==> src/shared/vss_pkg.sv <==
// constants, register map and carrier types for the video sync source select block
// assumes one 10 MHz system clock and a simple strobe register port
package vss_pkg;

    localparam int unsigned CLK_HZ              = 10000000;
    localparam int unsigned MAINS_TIMEOUT_MS    = 40;
    localparam int unsigned MAINS_TIMEOUT_CYC   = MAINS_TIMEOUT_MS * (CLK_HZ / 1000);
    localparam int unsigned TIMEOUT_CNT_W       = 24;

    localparam int unsigned ADDR_W              = 8;
    localparam int unsigned DATA_W              = 32;
    localparam int unsigned VPHASE_W            = 10;
    localparam int unsigned LINE_CNT_W          = 12;

    localparam logic [7:0]  ADDR_CTRL           = 8'h00;
    localparam logic [7:0]  ADDR_VSHIFT         = 8'h04;
    localparam logic [7:0]  ADDR_PRESET         = 8'h08;
    localparam logic [7:0]  ADDR_SHIFT_CMD      = 8'h0C;
    localparam logic [7:0]  ADDR_STATUS         = 8'h10;

    // control word bit positions
    localparam int unsigned CTRL_SYNC_SRC_BIT   = 0;
    localparam int unsigned CTRL_AUTO_BIT       = 1;
    localparam int unsigned CTRL_PLL_PATH_BIT   = 2;
    localparam int unsigned CTRL_INVERT_BIT     = 3;
    localparam int unsigned CTRL_PAL_BIT        = 4;
    localparam int unsigned CTRL_PIX760_BIT     = 5;
    localparam logic [5:0]  CTRL_RESET          = 6'h00;

    // shift command bit positions
    localparam int unsigned CMD_UP_BIT          = 0;
    localparam int unsigned CMD_DOWN_BIT        = 1;
    localparam int unsigned CMD_PRESET_BIT      = 2;

    // status bit positions
    localparam int unsigned STAT_PRESENT_BIT    = 0;
    localparam int unsigned STAT_LINELOCK_BIT   = 1;
    localparam int unsigned STAT_CODE_LSB       = 4;
    localparam int unsigned STAT_SUBC_LOCK_BIT  = 8;
    localparam int unsigned STAT_CLK_SRC_BIT    = 9;

    localparam logic [9:0]  VPHASE_RESET        = 10'h000;
    localparam logic [9:0]  PRESET_RESET        = 10'h000;

    // clock system select codes
    localparam logic [3:0]  CODE_INT_NTSC_510   = 4'h0;
    localparam logic [3:0]  CODE_INT_NTSC_760   = 4'h6;
    localparam logic [3:0]  CODE_INT_PAL_510    = 4'h3;
    localparam logic [3:0]  CODE_INT_PAL_760    = 4'h9;
    localparam logic [3:0]  CODE_LL_NTSC_510    = 4'h2;
    localparam logic [3:0]  CODE_LL_NTSC_760    = 4'h8;
    localparam logic [3:0]  CODE_LL_PAL_510     = 4'h5;
    localparam logic [3:0]  CODE_LL_PAL_760     = 4'hB;

    // default divider ratios, sized for inputs sampled at the system clock
    localparam logic [11:0] XTAL_LINE_DIV       = 12'h008;
    localparam logic [11:0] MASTER_LINE_DIV     = 12'h008;
    localparam logic [11:0] LINES_PER_FIELD     = 12'h106;

    typedef struct packed {
        logic pix760;
        logic pal;
        logic phase_out_invert;
        logic pll_path_select;
        logic auto_switch_enable;
        logic sync_source_select;
    } vss_ctrl_type;

    typedef struct packed {
        logic [ADDR_W-1:0] addr;
        logic [DATA_W-1:0] wdata;
        logic              wr;
        logic              rd;
    } vss_bus_req_type;

endpackage : vss_pkg

==> src/hdl/vss_sync_source_select.sv <==
// sync source selection, line lock phase comparator and vertical phase shift
// assumes pins are asynchronous and slow against SYS_CLK; register port on SYS_CLK
//
// Behaviour
// - sync source select 0 gives internal sync if pll path select is also 0, 1 gives mains line lock.
// - line lock compares mains reference against vertical pulse from master clock.
// - phase compare output polarity inverts when the invert bit is set.
// - vertical phase is low byte plus two upper bits, updated by shift.
// - shift preset loads vertical phase from preset low byte and upper bits.
// - auto switching picks line lock when mains present, internal when absent.
// - port pins select crystal or line lock oscillator as master clock.
// - subcarrier lock is never claimed while in line lock.
// - pll path select 0 gives internal sync if sync source select is also 0, 1 gives line lock.
// - auto switch enable 0 turns automatic switching off, 1 on.
// - internal mode compares crystal line pulse against master line pulse.
//
// Local design decisions: the register addresses and the address-and-strobe port.
`timescale 1ns/10ps

module vss_sync_source_select #(
    parameter int unsigned MAINS_TIMEOUT_CYCLES = vss_pkg::MAINS_TIMEOUT_CYC
) (
    input  wire logic                         SYS_CLK,
    input  wire logic                         SYS_RST,
    input  wire vss_pkg::vss_bus_req_type     BUS_REQ,
    output      logic [vss_pkg::DATA_W-1:0]   RD_DATA,
    input  wire logic                         REFERENCE_CRYSTAL_CLOCK,
    input  wire logic                         MASTER_VIDEO_CLOCK,
    input  wire logic                         MAINS_REFERENCE_INPUT,
    output      logic                         PHASE_COMPARE_OUT,
    output      logic                         CLK_SRC_LINE_LOCK,
    output      logic                         CLK_SRC_CRYSTAL,
    output      logic [3:0]                   CLOCK_SYSTEM_SELECT,
    output      logic                         MAINS_LOCKED_SYNC,
    output      logic                         SUBCARRIER_LOCKED,
    output      logic                         DIVIDED_VERTICAL_PULSE
);
    import vss_pkg::*;

    function automatic logic [3:0] clock_code(input logic ll, input logic pal,
                                              input logic p760);
        logic [3:0] c;
        c = CODE_INT_NTSC_510;
        case ({ll, pal, p760})
            3'b000:  c = CODE_INT_NTSC_510;
            3'b001:  c = CODE_INT_NTSC_760;
            3'b010:  c = CODE_INT_PAL_510;
            3'b011:  c = CODE_INT_PAL_760;
            3'b100:  c = CODE_LL_NTSC_510;
            3'b101:  c = CODE_LL_NTSC_760;
            3'b110:  c = CODE_LL_PAL_510;
            3'b111:  c = CODE_LL_PAL_760;
            default: c = CODE_INT_NTSC_510;
        endcase
        return c;
    endfunction : clock_code

    function automatic logic [LINE_CNT_W-1:0] wrap_inc(input logic [LINE_CNT_W-1:0] v,
                                                      input logic [LINE_CNT_W-1:0] lim);
        logic [LINE_CNT_W-1:0] n;
        n = v + 12'h001;
        if (n >= lim) begin
            n = 12'h000;
        end
        return n;
    endfunction : wrap_inc

    // index 0 crystal, 1 master clock, 2 mains reference
    logic [2:0]                 sync1_q;
    logic [2:0]                 sync2_q;
    logic [2:0]                 prev_q;
    logic [2:0]                 rise;

    vss_ctrl_type               ctrl_q;
    logic [VPHASE_W-1:0]        vphase_q;
    logic [VPHASE_W-1:0]        vphase_d;
    logic [VPHASE_W-1:0]        preset_q;
    logic [TIMEOUT_CNT_W-1:0]   idle_cnt_q;
    logic                       present_q;
    logic                       line_lock;
    logic [LINE_CNT_W-1:0]      xtal_div_q;
    logic [LINE_CNT_W-1:0]      mclk_div_q;
    logic [LINE_CNT_W-1:0]      vline_q;
    logic                       xtal_line_q;
    logic                       mclk_line_q;
    logic                       vpulse_q;
    logic                       cmp_ref;
    logic                       cmp_fb;
    logic                       pc_q;
    logic                       wr_ctrl;
    logic                       wr_vshift;
    logic                       wr_preset;
    logic                       wr_cmd;
    logic [DATA_W-1:0]          status;

    // the first stage only feeds the second; edges come from the second stage
    always_ff @(posedge SYS_CLK) begin
        if (SYS_RST) begin
            sync1_q <= 3'h0;
            sync2_q <= 3'h0;
            prev_q  <= 3'h0;
        end else begin
            sync1_q <= {MAINS_REFERENCE_INPUT, MASTER_VIDEO_CLOCK, REFERENCE_CRYSTAL_CLOCK};
            sync2_q <= sync1_q;
            prev_q  <= sync2_q;
        end
    end

    assign rise = sync2_q & ~prev_q;

    assign wr_ctrl   = BUS_REQ.wr && (BUS_REQ.addr == ADDR_CTRL);
    assign wr_vshift = BUS_REQ.wr && (BUS_REQ.addr == ADDR_VSHIFT);
    assign wr_preset = BUS_REQ.wr && (BUS_REQ.addr == ADDR_PRESET);
    assign wr_cmd    = BUS_REQ.wr && (BUS_REQ.addr == ADDR_SHIFT_CMD);

    always_ff @(posedge SYS_CLK) begin
        if (SYS_RST) begin
            ctrl_q <= vss_ctrl_type'(CTRL_RESET);
        end else if (wr_ctrl) begin
            ctrl_q.sync_source_select <= BUS_REQ.wdata[CTRL_SYNC_SRC_BIT];
            ctrl_q.auto_switch_enable <= BUS_REQ.wdata[CTRL_AUTO_BIT];
            ctrl_q.pll_path_select    <= BUS_REQ.wdata[CTRL_PLL_PATH_BIT];
            ctrl_q.phase_out_invert   <= BUS_REQ.wdata[CTRL_INVERT_BIT];
            ctrl_q.pal                <= BUS_REQ.wdata[CTRL_PAL_BIT];
            ctrl_q.pix760             <= BUS_REQ.wdata[CTRL_PIX760_BIT];
        end
    end

    always_ff @(posedge SYS_CLK) begin
        if (SYS_RST) begin
            preset_q <= PRESET_RESET;
        end else if (wr_preset) begin
            preset_q <= BUS_REQ.wdata[VPHASE_W-1:0];
        end
    end

    // preset beats a direct write, which beats a single step
    always_comb begin
        vphase_d = vphase_q;
        if (wr_cmd && BUS_REQ.wdata[CMD_PRESET_BIT]) begin
            vphase_d = preset_q;
        end else if (wr_vshift) begin
            vphase_d = BUS_REQ.wdata[VPHASE_W-1:0];
        end else if (wr_cmd && BUS_REQ.wdata[CMD_UP_BIT]) begin
            vphase_d = vphase_q + 10'h001;
        end else if (wr_cmd && BUS_REQ.wdata[CMD_DOWN_BIT]) begin
            vphase_d = vphase_q - 10'h001;
        end
    end

    always_ff @(posedge SYS_CLK) begin
        if (SYS_RST) begin
            vphase_q <= VPHASE_RESET;
        end else begin
            vphase_q <= vphase_d;
        end
    end

    // mains counts as absent once no rising edge is seen for the timeout
    always_ff @(posedge SYS_CLK) begin
        if (SYS_RST) begin
            idle_cnt_q <= '0;
            present_q  <= 1'b0;
        end else if (rise[2]) begin
            idle_cnt_q <= '0;
            present_q  <= 1'b1;
        end else if (idle_cnt_q >= TIMEOUT_CNT_W'(MAINS_TIMEOUT_CYCLES)) begin
            present_q  <= 1'b0;
        end else begin
            idle_cnt_q <= idle_cnt_q + 24'h000001;
        end
    end

    // either manual bit asks for line lock; auto mode follows the mains detector
    assign line_lock = ctrl_q.auto_switch_enable ? present_q
                     : (ctrl_q.sync_source_select | ctrl_q.pll_path_select);

    // line pulse dividers; inputs are sampled, so clocks near SYS_CLK rate alias
    always_ff @(posedge SYS_CLK) begin
        if (SYS_RST) begin
            xtal_div_q  <= '0;
            xtal_line_q <= 1'b0;
        end else begin
            xtal_line_q <= 1'b0;
            if (rise[0]) begin
                xtal_div_q  <= wrap_inc(xtal_div_q, XTAL_LINE_DIV);
                xtal_line_q <= (xtal_div_q == 12'h000);
            end
        end
    end

    always_ff @(posedge SYS_CLK) begin
        if (SYS_RST) begin
            mclk_div_q  <= '0;
            mclk_line_q <= 1'b0;
        end else begin
            mclk_line_q <= 1'b0;
            if (rise[1]) begin
                mclk_div_q  <= wrap_inc(mclk_div_q, MASTER_LINE_DIV);
                mclk_line_q <= (mclk_div_q == 12'h000);
            end
        end
    end

    // vertical pulse fires at the line that matches the phase offset
    always_ff @(posedge SYS_CLK) begin
        if (SYS_RST) begin
            vline_q  <= '0;
            vpulse_q <= 1'b0;
        end else begin
            vpulse_q <= 1'b0;
            if (mclk_line_q) begin
                vline_q  <= wrap_inc(vline_q, LINES_PER_FIELD);
                vpulse_q <= (vline_q == {2'b00, vphase_q});
            end
        end
    end

    assign cmp_ref = line_lock ? rise[2] : xtal_line_q;
    assign cmp_fb  = line_lock ? vpulse_q : mclk_line_q;

    // set on the reference edge, cleared on the feedback edge; reference wins a tie
    always_ff @(posedge SYS_CLK) begin
        if (SYS_RST) begin
            pc_q <= 1'b0;
        end else if (cmp_ref) begin
            pc_q <= 1'b1;
        end else if (cmp_fb) begin
            pc_q <= 1'b0;
        end
    end

    always_ff @(posedge SYS_CLK) begin
        if (SYS_RST) begin
            PHASE_COMPARE_OUT      <= 1'b0;
            CLK_SRC_LINE_LOCK      <= 1'b0;
            CLK_SRC_CRYSTAL        <= 1'b1;
            CLOCK_SYSTEM_SELECT    <= CODE_INT_NTSC_510;
            MAINS_LOCKED_SYNC      <= 1'b0;
            SUBCARRIER_LOCKED      <= 1'b0;
            DIVIDED_VERTICAL_PULSE <= 1'b0;
        end else begin
            PHASE_COMPARE_OUT      <= pc_q ^ ctrl_q.phase_out_invert;
            CLK_SRC_LINE_LOCK      <= line_lock;
            CLK_SRC_CRYSTAL        <= ~line_lock;
            CLOCK_SYSTEM_SELECT    <= clock_code(line_lock, ctrl_q.pal,
                                                 ctrl_q.pix760);
            MAINS_LOCKED_SYNC      <= line_lock;
            // no subcarrier lock logic exists, so in line lock the flag stays low
            SUBCARRIER_LOCKED      <= 1'b0;
            DIVIDED_VERTICAL_PULSE <= vpulse_q;
        end
    end

    always_comb begin
        status = '0;
        status[STAT_PRESENT_BIT]                 = present_q;
        status[STAT_LINELOCK_BIT]                = line_lock;
        status[STAT_CODE_LSB +: 4]               = CLOCK_SYSTEM_SELECT;
        status[STAT_SUBC_LOCK_BIT]               = SUBCARRIER_LOCKED;
        status[STAT_CLK_SRC_BIT]                 = CLK_SRC_LINE_LOCK;
    end

    // unmapped and write-only addresses read zero
    always_ff @(posedge SYS_CLK) begin
        if (SYS_RST) begin
            RD_DATA <= '0;
        end else if (BUS_REQ.rd) begin
            case (BUS_REQ.addr)
                ADDR_CTRL:   RD_DATA <= {26'h0, ctrl_q};
                ADDR_VSHIFT: RD_DATA <= {22'h0, vphase_q};
                ADDR_PRESET: RD_DATA <= {22'h0, preset_q};
                ADDR_STATUS: RD_DATA <= status;
                default:     RD_DATA <= '0;
            endcase
        end else begin
            RD_DATA <= '0;
        end
    end

endmodule : vss_sync_source_select

==> config.mk <==
export PLATFORM = sky130hd
export DESIGN_NAME = vss_sync_source_select
export DESIGN_NICKNAME = d
export VERILOG_FILES = /design/src/shared/vss_pkg.sv /design/src/hdl/vss_sync_source_select.sv
export SDC_FILE = /design/constraint.sdc
export NUM_CORES = 1
export LEC_CHECK = 0
export BUFFER_PORTS_ARGS = -buffer_cell sky130_fd_sc_hd__buf_2
export CORE_ASPECT_RATIO = 1.75
export CORE_MARGIN = 3
export CORE_UTILIZATION = 45
export DETAILED_ROUTE_END_ITERATION = 8
export PLACE_DENSITY = 0.64
export SYNTH_ARGS = -nofsm -noshare
export SYNTH_HDL_FRONTEND = slang
export SYNTH_SLANG_ARGS = --single-unit
==> constraint.sdc <==
create_clock -name SYS_CLK -period 4.1 [get_ports SYS_CLK]
set_input_delay 0.41 -clock SYS_CLK [delete_from_list [all_inputs] [get_ports SYS_CLK]]
set_output_delay 0.41 -clock SYS_CLK [all_outputs]
set_load 0.02 [all_outputs]
==> metrics list, run 1 <==
- The first routing iteration left approximately 330 violations.
* Routed vias: roughly 5300
- Setup slack of the most critical reg-to-reg path: ~1600 ps
- In the synthesized netlist the dominant register cell turns out to be sky130_fd_sc_hd__dfxtp_1.
- Routed length per instance: approximately 16 um
- Hold Path Class: in2reg
- Placement row count: 55
- Detail Route Antenna Nets: 0
* Filler cell count in the final layout: 1216
* Post-DR vias/cell: roughly 5.7
- Tcrit/Tclk final: approximately four fifths
- Of the synthesized area, sequential elements account for between 30% and 40%.
- Worst-skew pair later-pin latency: 410 ps
- The top cell type by area accounts for between 30% and 40% of the synthesized area.
- Top post-synthesis cells by area: sky130_fd_sc_hd__dfxtp_1, sky130_fd_sc_hd__nor2_1, sky130_fd_sc_hd__xnor2_1, sky130_fd_sc_hd__ha_1, sky130_fd_sc_hd__a21oi_1
- The floorplan step defined a core boundary enclosing 13140 um^2.
- Entering global routing, the biggest net connects 57 pins.
* Clock Tree Root: sky130_fd_sc_hd__clkbuf_16
- Once detailed placement completed, the half-perimeter wirelength came to ~11 mm.
- Placer congestion estimate: a little under 0.9
- PwrDens: between 300 and 400 nW/um^2
* Global-route wire length before repair: 24.92 mm
- At the pin with the least slew margin, the transition time is 1016 ps.
- Max-cap violations in this run came to 0.
- CP Data Arrival Time: roughly 3500 ps
- Relative slew slack: about a third
* Drt total wl: 14.65 mm
* Setup clock skew after layout: 10.21 ps
- Area of the die: ~15000 um^2
* Area occupied by multi-input gates: 3398 um^2
* Post-synthesis area per instance: about 8.5 um^2
- Crit-path max FO: 9
* Number of nets in the layout: between 800 and 900
- Leading cell types by count after synthesis: sky130_fd_sc_hd__dfxtp_1, sky130_fd_sc_hd__nor2_1, sky130_fd_sc_hd__nand2_1
- GRT Total Usage: approximately 20%
- Starting density of the core: between 40% and 50%
- Input and output buffers added on the ports amount to between 40 and 50.
* Category of the most critical setup path: in2reg
* Clock transition at the registers of the reported paths: ~60 ps
- Setup repair after global routing left no endpoint under its margin.
* Final number of setup-violating endpoints: 0
- Counting flops with an async set or reset pin after synthesis yields a share of 0%.
* Fraction of layout instances using a drive strength above 1: approximately 12%
* Post-Synthesis Cells: between 700 and 800
- Startpoint of the most critical hold path: MAINS_REFERENCE_INPUT
* Leakage power of the design: roughly 2.7 nW
- Startpoint of the worst-slack reg-to-reg timing path: vline_q[3]$_SDFFE_PP0P_
- TritonCTS built the clock tree.
- In this run the count of I/O pins placed on the die edge is between 80 and 90.
- In this run the cell area of the synthesized design comes to slightly above 6000 um^2.
- The number of clock buffers added by TritonCTS is 17.
- Crit path time final: between 3000 and 4000 ps
- Data required time of the critical path: roughly 4400 ps
- Reg2Reg Depth: 6
* Synth-to-Final Area Change: 12.81%
* Post-synthesis sequential element count: roughly 120
- Number of flops mapped to enable cells by yosys: 0
- The initial antenna violation count is 0.
* Endpoints failing hold: 0
* Number of antenna repair diodes: 0
* Post-cts hold buffer count: 0
* Total number of yosys warnings: 0
- Clock H-tree levels: 4
- Across the whole layout, storage elements account for ~2400 um^2.
- Library cell with the largest summed area after synthesis: sky130_fd_sc_hd__dfxtp_1
* Cell count of the worst hold path: 2
* Maximum buffer depth of the clock tree: 2
* Setup Buffers After CTS: 0
- The number of max-slew violations in the final report was 0.
- After routing, the total negative slack on setup checks comes to 0 ps.
- Total of cells resized after clock tree synthesis: 0
* Number of sinks handled by clock tree synthesis: about 120
- After detailed routing, the number of remaining DRC violations is 0.
- Number of library cell types mapped by synthesis: between 60 and 70
- Capturing element type of the critical path: register
- Die height: roughly 160 um
- Global routing finished with a remaining overflow of 0.
- Endpoint of the worst hold-timing path: sync1_q[2]$_SDFF_PP0_
- Most frequent cell after synthesis: sky130_fd_sc_hd__dfxtp_1
- Via count of the first global-routing pass: ~5400
- The die is roughly 94 um wide.
- The design draws 2.733 mW.
* Worst IR Drop VDD: roughly 0.33 mV
- Result of the run: finished, final reports clean
* Max Fclk: around 0.31 GHz
- Type of origin of the critical path: input pin
- Capturing point of the worst reg2reg path: vline_q[7]$_SDFFE_PP0P_
- First-pass iteration count of the detailed router: 5
==> metrics by stage <==
step	instance area (um^2)	utilization (%)	instances	hold slack (ps)	setup slack [ps]
finish	6897	52.47	935	207.0	851.6
global route	6897	52.47	935	211.9	648.3
CTS	6897	52.47	935	193.7	892.1
detailed placement	6321	48.09	903	441.7	455.4
global placement	6321	48.09	903	414.5	491.0
floorplan	6196	-	745	413.8	940.4
==> registers in the layout, indices dropped and copies added, names as in the netlist, 3 cells and up <==
signal and count:
prev_q 3, sync2_q 3, sync1_q 3, vphase_q 10
idle_cnt_q 24, xtal_div_q 12, CLOCK_SYSTEM_SELECT 4, preset_q 10
mclk_div_q 12, vline_q 12, ctrl_q 6, RD_DATA 10
==> cells by family (layout without fill, tap and decap cells) <==
| family | count (synthesis) | after routing | share of synthesized area [%] |
|---|---|---|---|
| buffers and inverters | 85 | 104 | 7.122 |
| AO/OA/AOI/OAI | 143 | 143 | 16.01 |
| other | 1 | 23 | 0.06134 |
| multiplexers | 14 | 14 | 2.292 |
| AND/OR/NAND/NOR | 304 | 304 | 26.22 |
| flip-flops | 118 | 118 | 38.64 |
| adder cells (fa/ha/maj) | 20 | 20 | 4.216 |
| XOR/XNOR | 38 | 38 | 5.444 |
==> power by group <==
| part | switching (mW) | total (mW) | internal [mW] |
|---|---|---|---|
| clock | 0.563 | 1.43 | 0.871 |
| combinational | 0.0882 | 0.126 | 0.0377 |
| sequential | 0.0142 | 1.17 | 1.16 |
==> layout make-up <==
class	instances	area share, %
Clock inverter	13	1.778
Tap cell	171	3.102
Clock buffer	19	6.567
Multi-Input combinational cell	542	49.27
Timing Repair Buffer	49	3.774
Inverter	23	1.252
Sequential cell	118	34.25
==> metal layers <==
metal  GRT usage [%]  part of all wire, %
met1           20.98                   39
met5               0                    0
met3           4.760                  3.7
met2           37.08                   54
met4           10.59                  3.7
==> layout by cell type, fill, tap and decap left out, types with 9 or more instances in the layout <==
cell type	n
sky130_fd_sc_hd__and3_1	30
sky130_fd_sc_hd__inv_1	22
sky130_fd_sc_hd__conb_1	23
sky130_fd_sc_hd__or3_1	10
sky130_fd_sc_hd__o21ai_0	13
sky130_fd_sc_hd__mux2i_1	14
sky130_fd_sc_hd__dfxtp_1	118
sky130_fd_sc_hd__nor2b_1	16
sky130_fd_sc_hd__clkbuf_16	17
sky130_fd_sc_hd__nor3_1	19
sky130_fd_sc_hd__nand3_1	32
sky130_fd_sc_hd__xnor2_1	30
sky130_fd_sc_hd__ha_1	19
sky130_fd_sc_hd__nand4_1	17
sky130_fd_sc_hd__a21oi_1	41
sky130_fd_sc_hd__nand2_1	50
sky130_fd_sc_hd__o2111ai_1	9
sky130_fd_sc_hd__nor2_1	78
sky130_fd_sc_hd__a22oi_1	11
sky130_fd_sc_hd__buf_2	43
==> how the worst max path moves through the flow <==
stage | depth (start not counted) | from | endpoint | slack, ps
2_1_floorplan | 10 | BUS_REQ[35] | vphase_q[8]$_SDFFE_PP0P_ | 940
3_3_place_gp | 11 | BUS_REQ[35] | vphase_q[8]$_SDFFE_PP0P_ | 490
3_5_place_dp | 11 | BUS_REQ[35] | vphase_q[8]$_SDFFE_PP0P_ | 460
4_1_cts | 11 | BUS_REQ[35] | vphase_q[8]$_SDFFE_PP0P_ | 890
5_1_grt | 11 | BUS_REQ[35] | vphase_q[9]$_SDFFE_PP0P_ | 650
6_report | 11 | BUS_REQ[35] | vphase_q[8]$_SDFFE_PP0P_ | 850
==> critical path: stages <==
cell and delay, ps:
sky130_fd_sc_hd__buf_2 90, sky130_fd_sc_hd__or4_4 570, sky130_fd_sc_hd__nor3_4 330, sky130_fd_sc_hd__nand3_1 410
sky130_fd_sc_hd__ha_1 480, sky130_fd_sc_hd__nor2b_1 150, sky130_fd_sc_hd__o21a_1 190, sky130_fd_sc_hd__o31a_1 270
sky130_fd_sc_hd__o41ai_1 320, sky130_fd_sc_hd__xor2_1 190, sky130_fd_sc_hd__a21oi_1 80
(Power assumes the default switching activity.)
==> inputs of run 2 (changes only) <==
Settings changed: PLACE_DENSITY 0.64 to 0.67.
Clock period 4.1 ns to 2.7 ns, I/O delays scaled along.
==> run 2 against run 1 <==
Utilization rose by 2.2 points. Clock skew barely moved. Cell area rose by 4.2%. Clock-buffer cell count fell by 2. Clock power rose by 66%. Register-to-register slack got worse by 1200 ps. Sequential share of layout area fell by 1.4 points. Combinational power rose by 65%. Non-clock buffer count rose by 26. Critical path type unchanged. Largest cell class unchanged. Highest routed layer unchanged.
==> metrics list, run 2 (same netlist as run 1, synthesis figures left out) <==
- The via count of the first global-routing pass came to 5364 (was 5371).
- CTS Buf Count: 17 (unchanged)
- Detail Route Antenna Nets: 0 (unchanged)
- The die extent in y was 160.2 um (unchanged).
- The count of antenna diodes in the layout is 0 (unchanged).
- Detailed placer's ending HPWL: 11.24 mm (was 10.59 mm)
- Number of top-level pins: 89 (unchanged)
- Pin count of the biggest net entering global routing: 25 (was 57)
- The fill cell total of the finished layout is 1217 (was 1216).
- Relative slew slack: 38.21% (was 31.61%)
- The area of the core is 13140 um^2 (unchanged).
* Critical path's slowest cell: sky130_fd_sc_hd__or4_4 (unchanged)
* Capturing element type of the critical path: register (unchanged)
* GRT Total Usage: 20.50% (was 20.36%)
- The routed length per instance was 15.88 um (was 15.67 um).
- Sum Neg Setup Slack: 0 ps (unchanged)
- CP Data Arrival Time: 2730 ps (was 3500 ps)
- Crit path time final: approximately 2400 ps
- The effective utilization at floorplan was 46.51% (unchanged).
* Placer congestion estimate: 0.8750 (was 0.8896)
- Unrepaired setup endpoints after global routing: false (unchanged)
- Number of max-cap violations: 0 (unchanged)
- The clock tree from TritonCTS was yes (unchanged).
* Synth-to-Final Area Change: 17.56% (was 12.81%)
- Clock H-tree levels: 4 (unchanged)
- The launching element type of the critical path was an input pin (unchanged).
* Antenna violations before repair: 0 (unchanged)
- The post-cts gate resize count came to 0 (unchanged).
- List of cells traversed by the critical path: buf_2, or4_4, nor3_4, nand3_4, ha_4, nor2b_1, o21a_1, o31a_1, or3_1, a31oi_1, a21oi_1 (was buf_2, or4_4, nor3_4, nand3_1, ha_1, nor2b_1, o21a_1, o31a_1, o41ai_1, xor2_1, a21oi_1)
- Clock transition at the registers of the reported paths: 50 ps (was 60 ps)
* Global-route wire length before repair: 24.98 mm (was 24.92 mm)
* Tightest Pin Transition: 919.0 ps (was 1016 ps)
- The leakage power is 2.818 nW (was 2.653 nW).
- Max Fclk: between 0.4 and 0.5 GHz
- The routed via count divided by cell count is 5.724 (was 5.666).
- Number of sinks handled by clock tree synthesis: 118 (unchanged)
- The largest register by flop count is idle_cnt_q (unchanged).
- The peak supply drop was 0.4040 mV (was 0.3274 mV).
- The total chip power was 4.371 mW (was 2.733 mW).
- The number of flip-flops under the largest register name was 24 (unchanged).
- Die Width: 94.11 um (unchanged)
- The count of vias placed by the detailed router was 5501 (was 5298).
- The number of input and output port buffers inserted is 43 (unchanged).
* Tcrit/Tclk final: 90.59%
* Result of the run: finished, final reports clean (unchanged)
- The path category of the worst min-delay check is in2reg (unchanged).
- The post-CTS repair timing setup buffer count was 0 (unchanged).
* First-pass iteration count of the detailed router: 5 (unchanged)
* Category of the most critical setup path: in2reg (unchanged)
- Drt total wl: 15.26 mm (was 14.65 mm)
- Crit-path max FO: 5 (was 9)
* Data required time of the critical path: 2980 ps (was 4350 ps)
- The final net count is 844 (was 818).
- Fraction of layout instances using a drive strength above 1: 15.82% (was 12.30%)
- Final slew viol count: 0 (unchanged)
- Post-cts hold buffer count: 0 (unchanged)
* Placement row count: 55 (unchanged)
* Area of the die: 15070 um^2 (unchanged)
* Maximum buffer depth of the clock tree: 2 (unchanged)
- Endpoints failing hold: 0 (unchanged)
* Clock Tree Root: sky130_fd_sc_hd__clkbuf_16 (unchanged)
- Area occupied by multi-input gates: 3440 um^2 (was 3398 um^2)
- The violation count after the first detailed-routing iteration came to 324 (was 328).
- The total DRC errors in the routed layout was 0 (unchanged).
- Commonest cells after routing, fill and taps aside: sky130_fd_sc_hd__dfxtp_1, sky130_fd_sc_hd__nor2_1, sky130_fd_sc_hd__nand2_1, sky130_fd_sc_hd__buf_2, sky130_fd_sc_hd__a21oi_1 (unchanged)
- Grt total ovfl: 0 (unchanged)
- The leading cell type in the layout, fill and taps excluded is sky130_fd_sc_hd__dfxtp_1 (unchanged).
- Sequential Area: 2362 um^2 (unchanged)
- The clock tree skew after final layout was 9.962 ps (was 10.21 ps).
* PwrDens: 608.2 nW/um^2 (was 396.3 nW/um^2)
- Final number of setup-violating endpoints: 0 (unchanged)
- The delay of the slowest cell on the worst path is 560 ps (was 570 ps).
- The clock latency of the later-clocked register in the worst-skew pair is 410 ps (about the same).
## run 2: changes by cell type in the layout (fill, tap and decap cells not counted), sizes merged
cell      change
bufinv        +3
clkbuf        -2
clkinvlp      -3
buf          +26
inv           -2
clkinv        +4
## run 2: power by group
part	internal [mW]	leakage, nW	switching [mW]
sequential	1.76	0.953	0.0183
clock	1.55	0.307	0.837
combinational	0.0664	1.56	0.142
## run 2: cell type report
cell class | instances | share of cell area (%)
clock buffer | 17 | 5.919
clock inverter | 15 | 2.838
inverter | 23 | 1.201
multi-input combinational | 542 | 47.86
sequential | 118 | 32.87
tap | 171 | 2.977
timing repair buffer | 75 | 6.337
## run 2: per-layer routing
metal	part of all wire (%)	global-route usage, %
met3	3.2	4.100
met4	4.4	11.83
met1	37	20.44
met5	0	0
met2	55	37.98
## run 2: metrics by stage
stage	utilization, %	std cells	setup WS, ps	area (um^2)	hold WS, ps
final	54.68	961	254.1	7187	74.95
after global routing	54.68	961	34.13	7187	84.25
after CTS	54.68	961	273.6	7187	69.38
after detailed placement	49.89	929	-152.1	6558	423.1
after global placement	49.89	929	-122.4	6558	417.9
after floorplan	-	745	-103.3	6237	353.1
## run 2: worst max-delay path, delay by kind of cell
kind	cells	cell delay [ps]
buffers and inverters	1	100
AOI/OAI and AO/OA	4	720
and+or+nand+nor	5	1380
adders and majority gates	1	240
## run 2: final timing paths
| check | slack, ps | from | depth (start not counted) | end |
|---|---|---|---|---|
| min reg2reg | 440 | sync1_q[0]$_SDFF_PP0_ | 1 | sync2_q[0]$_SDFF_PP0_ |
| min | 70 | MAINS_REFERENCE_INPUT | 2 | sync1_q[2]$_SDFF_PP0_ |
| max | 250 | BUS_REQ[35] | 11 | vphase_q[6]$_SDFFE_PP0P_ |
| max reg2reg | 350 | vline_q[4]$_SDFFE_PP0P_ | 6 | vline_q[2]$_SDFFE_PP0P_ |
==> inputs of run 3 (changes only) <==
Settings changed: MAX_ROUTING_LAYER set to met4.
==> run 3 against run 2 <==
Global-route usage up 0.65 points. Combinational power about the same. Final cell count unchanged.
==> metrics list, run 3 (same netlist as run 1, synthesis figures left out) <==
* Result of the run: finished, final reports clean (unchanged)
* Util after Layout: 54.68% (unchanged)
- The first-pass GRT wire length was 25.02 mm (was 24.98 mm).
- The routed via count divided by cell count is 5.710 (was 5.724).
* Grt total ovfl: 0 (unchanged)
- List of cells traversed by the critical path: buf_2, or4_4, nor3_4, nand3_4, ha_4, nor2b_1, o21a_1, o31a_1, or3_1, a31oi_1, a21oi_1 (unchanged)
- The leakage power came to 2.818 nW (unchanged).
* Number of max-cap violations: 0 (unchanged)
- The effective utilization at floorplan was 46.51% (unchanged).
* Number of nets in the layout: 844 (unchanged)
* Area after DPL: 6558 um^2 (unchanged)
* Worst IR Drop VDD: 0.4043 mV (was 0.4040 mV)
- Detail Route Antenna Nets: 0 (unchanged)
* Drt total wl: 15.26 mm (about the same)
* Number of antenna repair diodes: 0 (unchanged)
* Number of sinks handled by clock tree synthesis: 118 (unchanged)
- The clock tree skew after final layout was 10.61 ps (was 9.962 ps).
- The largest register by flop count is idle_cnt_q (unchanged).
- Placer congestion estimate: 0.8894 (was 0.8750)
* Fraction of layout instances using a drive strength above 1: 15.82% (unchanged)
- The data required time of the worst path was 2990 ps (was 2980 ps).
- The number of cell rows came to 55 (unchanged).
* Largest register FFs: 24 (unchanged)
- Clock transition at the registers of the reported paths: 50 ps (about the same)
- The area of the core came to 13140 um^2 (unchanged).
- Type of origin of the critical path: input pin (unchanged)
- Crit path time final: 2440 ps (was 2446 ps)
- The count of vias placed by the detailed router came to 5487 (was 5501).
- Worst-skew pair later-pin latency: 410 ps (about the same)
- Synth-to-Final Area Change: 17.56% (unchanged)
- Clock H-tree levels: 4 (unchanged)
* Total of cells resized after clock tree synthesis: 0 (unchanged)
* Capturing element type of the critical path: register (unchanged)
- Commonest cells after routing, fill and taps aside: sky130_fd_sc_hd__dfxtp_1, sky130_fd_sc_hd__nor2_1, sky130_fd_sc_hd__nand2_1, sky130_fd_sc_hd__buf_2, sky130_fd_sc_hd__a21oi_1 (unchanged).
- The via count of the first global-routing pass was 5373 (was 5364).
* Area of the die: 15070 um^2 (unchanged)
* Critical path's slowest cell: sky130_fd_sc_hd__or4_4 (unchanged)
* Maximum buffer depth of the clock tree: 2 (unchanged)
* Buffers added on ports: 43 (unchanged)
* CTS Buf Count: 17 (unchanged)
- The clock tree from TritonCTS was yes (unchanged).
- The arrival time reported for the critical path endpoint was 2730 ps (about the same).
* Relative slew slack: 37.87% (was 38.21%)
- Final number of setup-violating endpoints: 0 (unchanged)
- The iteration count of the initial detailed-routing pass is 4 (was 5).
- Antenna violations before repair: 0 (unchanged)
- The x dimension of the die was 94.11 um (unchanged).
- Crit-path max FO: 5 (unchanged)
* Final Cell Area: 7187 um^2 (unchanged)
* Iteration-0 DRC count of the detailed router: 348 (was 324)
* Number of top-level pins: 89 (unchanged)
- PwrDens: 607.9 nW/um^2 (was 608.2 nW/um^2)
- Setup Buffers After CTS: 0 (unchanged)
- The routed length per instance came to 15.88 um (about the same).
- The leading cell type in the layout, fill and taps excluded is sky130_fd_sc_hd__dfxtp_1 (unchanged).
* Power after layout: 4.369 mW (was 4.371 mW)
- The highest clock rate is 0.4098 GHz (was 0.4088 GHz).
- Post-route DRC: 0 (unchanged)
- The share of the clock period used by the worst path after layout is 90.38% (was 90.59%).
- The category of the critical setup timing path was in2reg (unchanged).
- The die extent in y was 160.2 um (unchanged).
- The final setup TNS was 0 ps (unchanged).
- The global-route usage over all layers was 21.15% (was 20.50%).
- The cell chosen for the clock root is sky130_fd_sc_hd__clkbuf_16 (unchanged).
* Detailed placer's ending HPWL: 11.24 mm (unchanged)
- The number of max-slew violations in the final report was 0 (unchanged).
- Hold Path Class: in2reg (unchanged)
- Unrepaired setup endpoints after global routing: false (unchanged).
* Post-cts hold buffer count: 0 (unchanged)
* Pin count of the biggest net entering global routing: 25 (unchanged)
- Stage delay of the slowest cell on the critical path: 560 ps (about the same)
- The slew at the pin with the worst max-slew slack is 924.0 ps (was 919.0 ps).
- The total count of hold-check failures in the final report came to 0 (unchanged).
## run 3: worst paths after layout
kind / from / endpoint / slack, ps / cells past startpoint
worst max-delay path: BUS_REQ[35] / vphase_q[6]$_SDFFE_PP0P_ / 260 / 11
worst max register to register: vline_q[0]$_SDFFE_PP0P_ / vline_q[5]$_SDFFE_PP0P_ / 350 / 7
worst min-delay path: MAINS_REFERENCE_INPUT / sync1_q[2]$_SDFF_PP0_ / 70 / 2
worst min register to register: sync1_q[0]$_SDFF_PP0_ / sync2_q[0]$_SDFF_PP0_ / 440 / 1
## run 3: stage by stage
step | setup WS (ps) | hold slack [ps] | std cells
detailed placement | -152.1 | 423.1 | 929
global placement | -122.4 | 417.9 | 929
global route | 34.13 | 84.24 | 961
CTS | 273.6 | 69.38 | 961
floorplan | -103.3 | 353.1 | 745
finish | 259.7 | 74.53 | 961
## run 3: critical path: cells and delay by family
kind | cells | cell delay [ps]
buffers and inverters | 1 | 100
AO/OA/AOI/OAI | 4 | 720
AND/OR/NAND/NOR | 5 | 1380
adder cells (fa/ha/maj) | 1 | 240
## run 3: area by class of cell
type                            count  area, um^2
Fill cell                        1217        5957
Inverter                           23       86.33
Tap cell                          171       214.0
Clock buffer                       17       425.4
Multi-Input combinational cell    542        3440
Sequential cell                   118        2362
Clock inverter                     15       203.9
Timing Repair Buffer               75       455.4
## run 3: per-layer routing
metal | vias up | track usage (%) | wire length [um]
met5 | - | - | 0
met1 | 2634 | 20.85 | 5737
met2 | 146 | 37.98 | 8347
met4 | 0 | 11.64 | 686
li1 | 2654 | - | -
met3 | 53 | 3.911 | 493
## run 3: where the power goes
| group | leakage, nW | total [mW] | internal (mW) | switching, mW |
|---|---|---|---|---|
| clock network | 0.307 | 2.38 | 1.55 | 0.834 |
| registers | 0.953 | 1.78 | 1.76 | 0.0182 |
| logic | 1.56 | 0.209 | 0.0664 | 0.142 |
